==> src/rtl/adc_mode_pkg.sv <==
// shared constants and types for the converter mode-control block
package adc_mode_pkg;
    // ************************************************************
    // frame counts
    // ************************************************************
    localparam int unsigned FRAME_EDGES     = 16;  // full conversion
    localparam int unsigned LEAD_ZEROS      = 4;   // zeros before data
    localparam int unsigned GLITCH_EDGES    = 2;   // below: no mode change
    localparam int unsigned KEEP_EDGES      = 10;  // at or above: powered
    localparam int unsigned TRACK_EDGES     = 13;  // back to track after
    localparam int unsigned RESULT_BITS     = 12;
    localparam int unsigned CNT_W           = 5;
    // ************************************************************
    // timing
    // ************************************************************
    localparam int unsigned CLK_MHZ         = 250;
    localparam int unsigned POWERUP_NS      = 1000;
    // least time: round up
    localparam int unsigned POWERUP_CYC     =
        (POWERUP_NS * CLK_MHZ + 999) / 1000;
    localparam int unsigned PU_W            = 12;
    localparam logic        RESET_POWERED   = 1'b1;

    // status seen by the analog side and the outside
    typedef struct packed {
        logic powered;     // analog circuitry on
        logic ready;       // power-up time has elapsed
        logic hold;        // track-and-hold in hold
        logic converting;  // conversion in progress
    } mode_status_type;
endpackage : adc_mode_pkg

==> src/rtl/result_latch.sv <==
// result register: holds the sampled conversion word for shifting out
`timescale 1ns/10ps
module result_latch #(
    parameter int unsigned WIDTH = 12
) (
    input  wire logic             i_clk,
    input  wire logic             i_reset,
    input  wire logic             i_load,
    input  wire logic [WIDTH-1:0] i_data,
    output logic      [WIDTH-1:0] o_data
);
    // a frame's word is caught once, at the select falling edge
    always_ff @(posedge i_clk)
    begin
        if (i_reset)
            o_data <= '0;
        else if (i_load)
            o_data <= i_data;
    end
endmodule : result_latch

==> src/rtl/adc_power_mode_control.sv <==
// mode control of a serial SAR converter: power, hold, serial output
// Function
// host holds select low ten edges
// rise at edges ten to fifteen: abort
// sixteen clocks complete one conversion
// select may idle high or low
// host waits quiet interval after release
// rise at edges two to nine: powerdown
// powerdown: analog off, output released
// rise before second edge: no change
// wake starts at select fall
// wake rise before tenth: powered down
// power-up takes about one microsecond
// quiet interval also after dummy cycle
// hold while down, track on wake edge
// short dummy cycle is enough
// host dummy cycle after supply
// dummy cycle allowed right after supply
// at supply, track-and-hold already tracking
// lower clock above 320 kSPS
// select fall: hold, sample, drive out
// four zeros then twelve bits MSB first
// sixteenth falling edge releases output
// powered flag and edge counter
`timescale 1ns/10ps
module adc_power_mode_control
    import adc_mode_pkg::*;
#(
    parameter int unsigned POWERUP_CYCLES = POWERUP_CYC
) (
    input  wire logic                   i_clk,
    input  wire logic                   i_reset,
    input  wire logic                   i_frame_select_n,
    input  wire logic                   i_serial_clock_in,
    input  wire logic [RESULT_BITS-1:0] i_sample_code,
    output logic                        o_serial_out,
    output logic                        o_serial_out_oe_n,
    output adc_mode_pkg::mode_status_type o_status
);
    import adc_mode_pkg::*;

    // ************************************************************
    // state
    // ************************************************************
    typedef enum logic [1:0] {IDLE, FRAME, DONE} phase_type;

    typedef struct packed {
        phase_type        phase;
        logic             cs_prev;
        logic             sck_prev;
        logic [CNT_W-1:0] edges;
        logic             powered;
        logic             waking;
        logic [PU_W-1:0]  pu_cnt;
        logic             ready;
        logic             hold;
        logic             dout;
        logic             oe_n;
        logic             converting;
    } state_type;

    state_type s_q;
    state_type s_d;
    logic [RESULT_BITS-1:0] word;
    logic                   cs_fall;
    logic                   cs_rise;
    logic                   sck_fall;
    logic                   sck_edge;

    // bit shown on the wire after n+1 falling edges of the frame
    function automatic logic frame_bit(input logic [CNT_W-1:0] n,
                                       input logic [RESULT_BITS-1:0] w);
        logic [CNT_W-1:0] k;
        k = '0;
        // past the last data bit the line is released; keep it defined
        if (n < CNT_W'(LEAD_ZEROS - 1)
            || n > CNT_W'(RESULT_BITS + LEAD_ZEROS - 2))
            frame_bit = 1'b0;
        else
        begin
            k = CNT_W'(RESULT_BITS + LEAD_ZEROS - 2) - n;
            frame_bit = w[k[3:0]];
        end
    endfunction : frame_bit

    result_latch #(.WIDTH(RESULT_BITS)) u_word (
        .i_clk   (i_clk),
        .i_reset (i_reset),
        .i_load  (cs_fall),
        .i_data  (i_sample_code),
        .o_data  (word)
    );

    assign cs_fall  = s_q.cs_prev & ~i_frame_select_n;
    assign cs_rise  = ~s_q.cs_prev & i_frame_select_n;
    assign sck_fall = s_q.sck_prev & ~i_serial_clock_in;
    assign sck_edge = s_q.sck_prev ^ i_serial_clock_in;

    // ************************************************************
    // next state
    // ************************************************************
    always_comb
    begin
        s_d = s_q;
        s_d.cs_prev  = i_frame_select_n;
        s_d.sck_prev = i_serial_clock_in;
        // power-up timer runs only while analog is on and not ready
        if (s_q.powered && !s_q.ready)
        begin
            if (s_q.pu_cnt >= PU_W'(POWERUP_CYCLES - 1))
                s_d.ready = 1'b1;
            else
                s_d.pu_cnt = s_q.pu_cnt + PU_W'(1);
        end
        unique case (s_q.phase)
            IDLE, DONE:
            begin
                if (cs_fall)
                begin
                    s_d.phase = FRAME;
                    s_d.edges = '0;
                    s_d.hold  = 1'b1;
                    s_d.oe_n  = 1'b0;
                    s_d.dout  = 1'b0;
                    if (!s_q.powered)
                    begin
                        s_d.waking  = 1'b1;
                        s_d.powered = 1'b1;
                        s_d.pu_cnt  = '0;
                        s_d.ready   = 1'b0;
                    end
                end
            end
            FRAME:
            begin
                if (cs_rise)
                begin
                    s_d.phase = IDLE;
                    s_d.oe_n  = 1'b1;
                    s_d.hold  = 1'b0;
                    s_d.waking = 1'b0;
                    if (s_q.waking && s_q.edges < CNT_W'(KEEP_EDGES))
                    begin
                        s_d.powered = 1'b0;
                        s_d.hold    = 1'b1;
                        s_d.ready   = 1'b0;
                    end
                    else if (!s_q.waking
                             && s_q.edges >= CNT_W'(GLITCH_EDGES)
                             && s_q.edges < CNT_W'(KEEP_EDGES))
                    begin
                        s_d.powered = 1'b0;
                        s_d.hold    = 1'b1;
                        s_d.ready   = 1'b0;
                    end
                    // below two edges nothing changes R08
                end
                else
                begin
                    // waking part returns to track on first clock edge
                    if (s_q.waking && sck_edge && s_q.edges == '0)
                        s_d.hold = 1'b0;
                    if (sck_fall)
                    begin
                        s_d.edges = s_q.edges + CNT_W'(1);
                        s_d.dout  = frame_bit(s_q.edges, word);
                        if (s_q.edges + CNT_W'(1) == CNT_W'(KEEP_EDGES))
                            s_d.waking = 1'b0;
                        if (s_q.edges + CNT_W'(1) == CNT_W'(FRAME_EDGES))
                        begin
                            s_d.phase = DONE;
                            s_d.oe_n  = 1'b1;
                        end
                    end
                    // acquisition starts after the thirteenth edge
                    if (!s_q.waking && sck_edge && i_serial_clock_in
                        && s_q.edges >= CNT_W'(TRACK_EDGES))
                        s_d.hold = 1'b0;
                end
            end
            default:
                s_d.phase = IDLE;
        endcase
        // registered copy of the phase so the status output is a flop
        s_d.converting = (s_d.phase == FRAME);
    end

    // ************************************************************
    // registers
    // ************************************************************
    // supply-up: track already on, powered as strapped R17
    always_ff @(posedge i_clk)
    begin
        if (i_reset)
        begin
            s_q         <= '0;
            s_q.phase   <= IDLE;
            s_q.cs_prev <= 1'b1;
            s_q.powered <= RESET_POWERED;
            s_q.oe_n    <= 1'b1;
        end
        else
            s_q <= s_d;
    end

    assign o_serial_out      = s_q.dout;
    assign o_serial_out_oe_n = s_q.oe_n;
    assign o_status = '{powered: s_q.powered, ready: s_q.ready,
                        hold: s_q.hold, converting: s_q.converting};

    // ************************************************************
    // checks
    // ************************************************************
    chk_release_rise: assert property (@(posedge i_clk) disable iff (i_reset)
        (s_q.phase == FRAME && cs_rise) |=> s_q.oe_n)
        else $error("output not released after select rise");
    chk_sixteen_end: assert property (@(posedge i_clk) disable iff (i_reset)
        (s_q.phase == FRAME && !cs_rise && sck_fall
         && s_q.edges == CNT_W'(FRAME_EDGES - 1)) |=> s_q.oe_n)
        else $error("output not released at sixteenth edge");
    chk_fall_drive: assert property (@(posedge i_clk) disable iff (i_reset)
        (s_q.phase != FRAME && cs_fall) |=> (!s_q.oe_n && s_q.hold))
        else $error("select fall did not drive and hold");
    chk_down_win: assert property (@(posedge i_clk) disable iff (i_reset)
        (s_q.phase == FRAME && cs_rise && !s_q.waking
         && s_q.edges >= CNT_W'(GLITCH_EDGES)
         && s_q.edges < CNT_W'(KEEP_EDGES)) |=> !s_q.powered)
        else $error("no power-down in window");
    chk_glitch_keep: assert property (@(posedge i_clk) disable iff (i_reset)
        (s_q.phase == FRAME && cs_rise && !s_q.waking
         && s_q.edges < CNT_W'(GLITCH_EDGES)) |=> $stable(s_q.powered))
        else $error("glitch changed mode");
    chk_keep_pow: assert property (@(posedge i_clk) disable iff (i_reset)
        (s_q.phase == FRAME && cs_rise
         && s_q.edges >= CNT_W'(KEEP_EDGES)) |=> s_q.powered)
        else $error("powered lost after tenth edge");
    chk_wake_abort: assert property (@(posedge i_clk) disable iff (i_reset)
        (s_q.phase == FRAME && cs_rise && s_q.waking) |=> !s_q.powered)
        else $error("short wake did not return to power-down");
    chk_lead_zero: assert property (@(posedge i_clk) disable iff (i_reset)
        (s_q.phase == FRAME && sck_fall && !cs_rise
         && s_q.edges < CNT_W'(LEAD_ZEROS - 1)) |=> !s_q.dout)
        else $error("leading zero missing");
    chk_down_hold: assert property (@(posedge i_clk) disable iff (i_reset)
        (!s_q.powered && s_q.phase == IDLE) |-> s_q.hold)
        else $error("not in hold while powered down");
endmodule : adc_power_mode_control

==> config.mk <==
export PLATFORM = sky130hd
export DESIGN_NAME = adc_power_mode_control
export DESIGN_NICKNAME = d
export VERILOG_FILES = /design/src/rtl/adc_mode_pkg.sv /design/src/rtl/result_latch.sv /design/src/rtl/adc_power_mode_control.sv
export SDC_FILE = /design/constraint.sdc
export NUM_CORES = 1
export LEC_CHECK = 0
export BUFFER_PORTS_ARGS = -buffer_cell sky130_fd_sc_hd__buf_4
export CORE_MARGIN = 2
export CORE_UTILIZATION = 45
export DETAILED_ROUTE_END_ITERATION = 16
export HOLD_SLACK_MARGIN = 0.02
export MAX_ROUTING_LAYER = met4
export PLACE_DENSITY = 0.74
export REMOVE_ABC_BUFFERS = 1
export SYNTH_ARGS = -nofsm -noshare
export SYNTH_HDL_FRONTEND = slang
export SYNTH_SLANG_ARGS = --single-unit
==> constraint.sdc <==
create_clock -name i_clk -period 3.2 [get_ports i_clk]
set_clock_uncertainty 0.1 [all_clocks]
set_input_delay 0.64 -clock i_clk [delete_from_list [all_inputs] [get_ports i_clk]]
set_output_delay 0.64 -clock i_clk [all_outputs]
set_load 0.005 [all_outputs]
== Word-level counts from Yosys, hierarchy flattened ==
Cells that the tools add are included.

* Register bits: 40
* Word-level logic and storage cells: 100
* Bits of input ports: 16
* Output and inout port bits: 6

* $lt $le $gt $ge: 7
* Multiplexer cells: 34
* Bitwise logic cells: 7
* Reduce and logical (&&, ||, !) cells: 21
* Equal/unequal tests: 15
* $add $sub $neg: 3

{| class="wikitable"
|+ Operators by type and width
! kind !! count
|-
| two-way mux 12 bit || 2
|-
| two-way mux 23 bit || 1
|-
| two-way mux 1 bit || 16
|-
| two-way mux 14 bit || 1
|-
| two-way mux 2 bit || 7
|-
| case mux 7 bit (2 select lines) || 1
|-
| two-way mux 13 bit || 1
|-
| adder 12 x 1 -> 12 bit (second input constant) || 1
|-
| greater-or-equal comparator 12 x 8 -> 1 bit (second input constant) || 1
|-
| != test 3 bit (second input constant) || 4
|-
| AND reduction 4 bit || 3
|-
| two-way mux 5 bit || 2
|-
| != test 2 bit (second input constant) || 5
|-
| logical AND 1 bit || 9
|-
| case mux 4 bit (2 select lines) || 1
|-
| adder 5 x 1 -> 5 bit (second input constant) || 1
|-
| equality test 5 x 4 -> 1 bit (second input constant) || 1
|-
| equality test 5 bit (second input constant) || 1
|-
| greater-or-equal comparator 5 x 2 -> 1 bit (second input constant) || 1
|-
| greater-or-equal comparator 5 x 4 -> 1 bit (second input constant) || 1
|-
| > comparator 5 x 4 -> 1 bit (second input constant) || 1
|-
| zero test 5 bit || 1
|-
| < comparator 4 x 5 -> 1 bit (second input constant) || 1
|-
| < comparator 5 x 2 -> 1 bit (second input constant) || 1
|-
| 17 further kinds || 23
|}

== Longest topological paths before layout ==
* Depth after elaboration: 7
* Depth in mapped cells: 8
* Mapped depth without buffers: 7

== Modules after synthesis ==
A second synthesis with hierarchy kept.

* Cells, all modules: 225
* Area, all modules: 2063.2 sq um

{| class="wikitable"
|+ By module, submodules not included
! module !! times used !! area each (sq um) !! cells each !! sequential area each (sq um)
|-
| adc_power_mode_control || 1 || 1642.8 || 187 || 560.5
|-
| result_latch || 1 || 420.4 || 38 || 240.2
|}

== Least setup slack after synthesis ==
OpenSTA, ideal clock, no wires.

* Kind: input-to-reg
* From: in i_serial_clock_in
* To: reg s_q[20] in the netlist's numbering
* Setup slack: 1.319 ns
* Required time: 2.972 ns
* Buffers on the path: 0
* Setup time: 0.128 ns
* Stages on the path: 7
* Data arrival time: 1.653 ns
* Path through: inv_1 -> ha_1 -> and3b_1 -> a21oi_1 -> nor3b_1 -> a21oi_1 -> nor2_1

* Longest elaborated chain between the ends: 4

{| class="wikitable"
|+ Ends and longest elaborated chain
! element !! line !! RTL
|-
| start, declared || adc_power_mode_control.sv:34 || <nowiki>input wire logic i_serial_clock_in,</nowiki>
|-
| NOT 1 bit || adc_power_mode_control.sv:96 || <nowiki>assign sck_fall = s_q.sck_prev & ~i_serial_clock_in;</nowiki>
|-
| AND 1 bit || adc_power_mode_control.sv:96 ||
|-
| != test 2 bit (no source line) || -- ||
|-
| AND reduction 4 bit (no source line) || -- ||
|-
| end, declared || adc_power_mode_control.sv:62 || <nowiki>state_type s_q;</nowiki>
|}

Every way passes these cells.
A chain may end at the register's enable or synchronous reset.

== Final worst setup path ==
* From: reg s_q[19] in the netlist's numbering
* To: reg s_q, in the netlist o_serial_out

* Longest elaborated chain between the ends: 7
* Elaborated cells on any way between the ends: 10
* Classes of those cells: add/sub: 1; order compare: 2; mux: 6; reduce/logical: 1

{| class="wikitable"
|+ Ends and longest elaborated chain
! element !! line !! RTL
|-
| subtractor 4 bit || adc_power_mode_control.sv:81 || <nowiki>k = CNT_W'(RESULT_BITS + LEAD_ZEROS - 2) - n;</nowiki>
|-
| binary-select mux 1 bit (select 4 bit) || adc_power_mode_control.sv:82 || <nowiki>frame_bit = w[k[3:0]];</nowiki>
|-
| two-way mux 1 bit (not written as such) || adc_power_mode_control.sv:82 ||
|-
| two-way mux 1 bit (*) || adc_power_mode_control.sv:76 || <nowiki>if (n < CNT_W'(LEAD_ZEROS - 1)</nowiki>
|-
| two-way mux 2 bit (*) || adc_power_mode_control.sv:163 || <nowiki>if (sck_fall)</nowiki>
|-
| two-way mux 1 bit (*) || adc_power_mode_control.sv:136 || <nowiki>if (cs_rise)</nowiki>
|-
| case mux 4 bit (2 select lines) (*) || adc_power_mode_control.sv:115 || <nowiki>unique case (s_q.phase)</nowiki>
|}

Every way passes the cells marked *; elsewhere a longest branch is shown, timed or not. The select of a mux whose other input is x is not followed.

==> results.sh <==
export IMPL_hold_viol=0
export IMPL_cts_sinks=40
export IMPL_slowest_stage="sky130_fd_sc_hd__dfxtp_1"
export IMPL_num_rows=23
export IMPL_cts_setup_buffers=0
export IMPL_fmax_mhz=488
export IMPL_crit_path_end_kind="flip-flop"
export IMPL_antenna_violating_nets_post_route=0
export IMPL_ys_warn_count=0
export IMPL_crit_required_ps=3280
export IMPL_worstMarginPinSlew_ps=554
export IMPL_finish_net_count=264
export IMPL_netlist_cell_type_count=43
export IMPL_drt_total_wl_um=3770
export IMPL_drc_violations_left=0
export IMPL_slew_headroom=0.630
export IMPL_non_filler_instances=291
export IMPL_synth_cell_area_um2=1940
export IMPL_placed_cells_incl_taps=283
export IMPL_min_period_over_period=0.640
export IMPL_worst_setup_path_startpoint="s_q[19]"
export IMPL_pin_count=22
export IMPL_cp_max_fo=11
export IMPL_post_dp_hpwl_um=2750
export IMPL_worst_ir_drop_vdd_mv=0.341
export IMPL_met2RoutedLength_um=1680
export IMPL_syn_inst=226
export IMPL_seq_area_frac_synth=0.413
export IMPL_leakage_power_nw=0.860
export IMPL_floorplan_die_width_um=69.6
export IMPL_wirelength_met1_um=1890
export IMPL_grt_antenna_before_repair=0
export IMPL_yosys_register_bits=40
export IMPL_timing_rr_start="s_q[19]"
export IMPL_placeableCoreArea_um2=4060
export IMPL_overall_power_mw=0.969
export IMPL_routabilityCongestion=0.821
export IMPL_wl_per_cell_um=13.0
export IMPL_largest_delay_share_family_worst_path="flip-flops"
export IMPL_maxCapViolations=0
export IMPL_grt_total_usage=0.170
export IMPL_clk_latency_ps=280
export IMPL_detail_route_vias_per_cell=5.33
export IMPL_grt_remaining_overflow=0
export IMPL_syn2layout_area_growth_pct=13.0
export IMPL_die_outline_area_um2=4840
export IMPL_ctsLongestPathBuffers=2
export IMPL_synth_edf_count=0
export IMPL_cp_slowest_stage_delay_ps=610
export IMPL_totalNegativeSetupSlack_ps=0
export IMPL_holdBufCountCts=0
export IMPL_cts_max_level=2
export IMPL_period_minus_slack_ps=2050
export IMPL_report_final_slew_viol_count=0
export IMPL_tritoncts_clock_tree="done"
export IMPL_global_route_wire_length_before_repair_um=6630
export IMPL_timing_setup_critical_path_class="reg -> reg"
export IMPL_cts_made_buffers=5
export IMPL_port_buffer_count=21
export IMPL_synth_top_flop_cell="sky130_fd_sc_hd__dfxtp_1"
export IMPL_post_cts_resized_instances=0
export IMPL_avg_cell_area_syn_um2=8.57
export IMPL_report_final_setup_viol=0
export IMPL_drtIter0Drc=69
export IMPL_status="complete, no violations"
export IMPL_critPathArrivalTime_ps=2130
export IMPL_diodes=0
export IMPL_hold_class="reg -> reg"
export IMPL_rsz0062_at_grt="false"
export IMPL_highest_layer="met4"
export IMPL_first_global_vias=1495
export IMPL_clk_root_buffer_cell="sky130_fd_sc_hd__clkbuf_8"
export IMPL_power_per_cell_area_nw_per_um2=443
export IMPL_startpoint_type="flip-flop"
export IMPL_whs_ps=359
export IMPL_clkSlewWorstSetupHoldPaths_ps=80
export IMPL_wl_met3_um=168
export IMPL_worstPathBufferInverterCount=1
export IMPL_drive_gt1_frac=0.170
export IMPL_floorplan_die_height_um=69.6
export IMPL_postSynth_asyncResetShare=0
export IMPL_path_cells="inv_1, ha_1, mux4_2, mux2i_1, o21ai_1, a32o_1"
export IMPL_initial_core_util=0.477
export IMPL_detailroute_via_count=1551
export IMPL_hold_start="u_word.o_data[7]"
export IMPL_grt_max_degree=31
export IMPL_firstDrtPassIters=5
area by class of cell:
class	count	area, µm²
multi-input cells	165	1040
flip-flops and latches	40	801
clock buffers	6	82.6
repair buffers	22	165
well taps	50	62.6
clock inverters	2	15.0
fillers	374	1870
inverters	6	22.5
routing by layer:
layer / up-vias / global-route usage
met1: 705 / 0.235
met4: 0 / 0.0545
li1: 809 / -
met5: - / -
met3: 4 / 0.0334
met2: 33 / 0.252
per-stage QoR:
stage	setup WS (ps)	area [µm²]	util
floorplan	1330	1860	-
global placement	1080	2090	0.516
detailed placement	1030	2090	0.516
CTS	1150	2190	0.540
global route	983	2190	0.540
finish	1150	2190	0.540
kinds of logic after synthesis:
logic type / Yosys count / synth area share
buffers and inverters: 21 / 0.0491
multiplexers: 5 / 0.0452
AO/OA/AOI/OAI: 44 / 0.132
AND/OR/NAND/NOR: 100 / 0.272
flip-flops: 40 / 0.413
adder cells (fa/ha/maj): 8 / 0.0517
XOR/XNOR: 8 / 0.0362
cells in the final DEF (no fill, tap or decap), types with 5 or more instances in the layout:
| cell | instances |
|---|---|
| sky130_fd_sc_hd__a21oi_1 | 25 |
| sky130_fd_sc_hd__clkbuf_8 | 6 |
| sky130_fd_sc_hd__buf_4 | 22 |
| sky130_fd_sc_hd__ha_1 | 8 |
| sky130_fd_sc_hd__nand2_1 | 35 |
| sky130_fd_sc_hd__nand4_1 | 5 |
| sky130_fd_sc_hd__inv_1 | 6 |
| sky130_fd_sc_hd__o21ai_0 | 5 |
| sky130_fd_sc_hd__dfxtp_1 | 40 |
| sky130_fd_sc_hd__nor2_1 | 20 |
| sky130_fd_sc_hd__nand2b_1 | 5 |
report_power, final:
group | switching [mW] | internal (mW)
combinational | 0.0487 | 0.0421
clock | 0.175 | 0.175
sequential | 0.0132 | 0.515
tightest hold or removal path: stages (launching register included):
cell	delay (ps)
sky130_fd_sc_hd__dfxtp_1	320
sky130_fd_sc_hd__nand2_1	50
sky130_fd_sc_hd__a21oi_1	50
sequential cells by signal, summed over array words and instances, names as in the netlist:
name               flops
o_serial_out           1
o_serial_out_oe_n      1
o_status               4
s_q                   22
u_word.o_data         12
worst paths after layout:
kind	cells after the start	slack (ps)	endpoint
worst max-delay path	6	1150	o_serial_out
worst min register to register	2	360	u_word.o_data[7]
worst min-delay path	2	360	u_word.o_data[7]
worst max register to register	6	1150	o_serial_out
synthesized netlist by cell type (all sizes together), types with 5 or more instances:
master,count,area share
o21ai,8,0.023
nand2,35,0.068
and2,5,0.017
or4,5,0.021
clkbuf,9,0.017
ha,8,0.052
nand4,5,0.016
nand2b,5,0.016
nor2,20,0.039
nor3b,5,0.025
a21oi,25,0.065
dfxtp,40,0.41
nor3,5,0.019
buf,6,0.020
inv,6,0.012
Power figures use the tool's default switching activity.
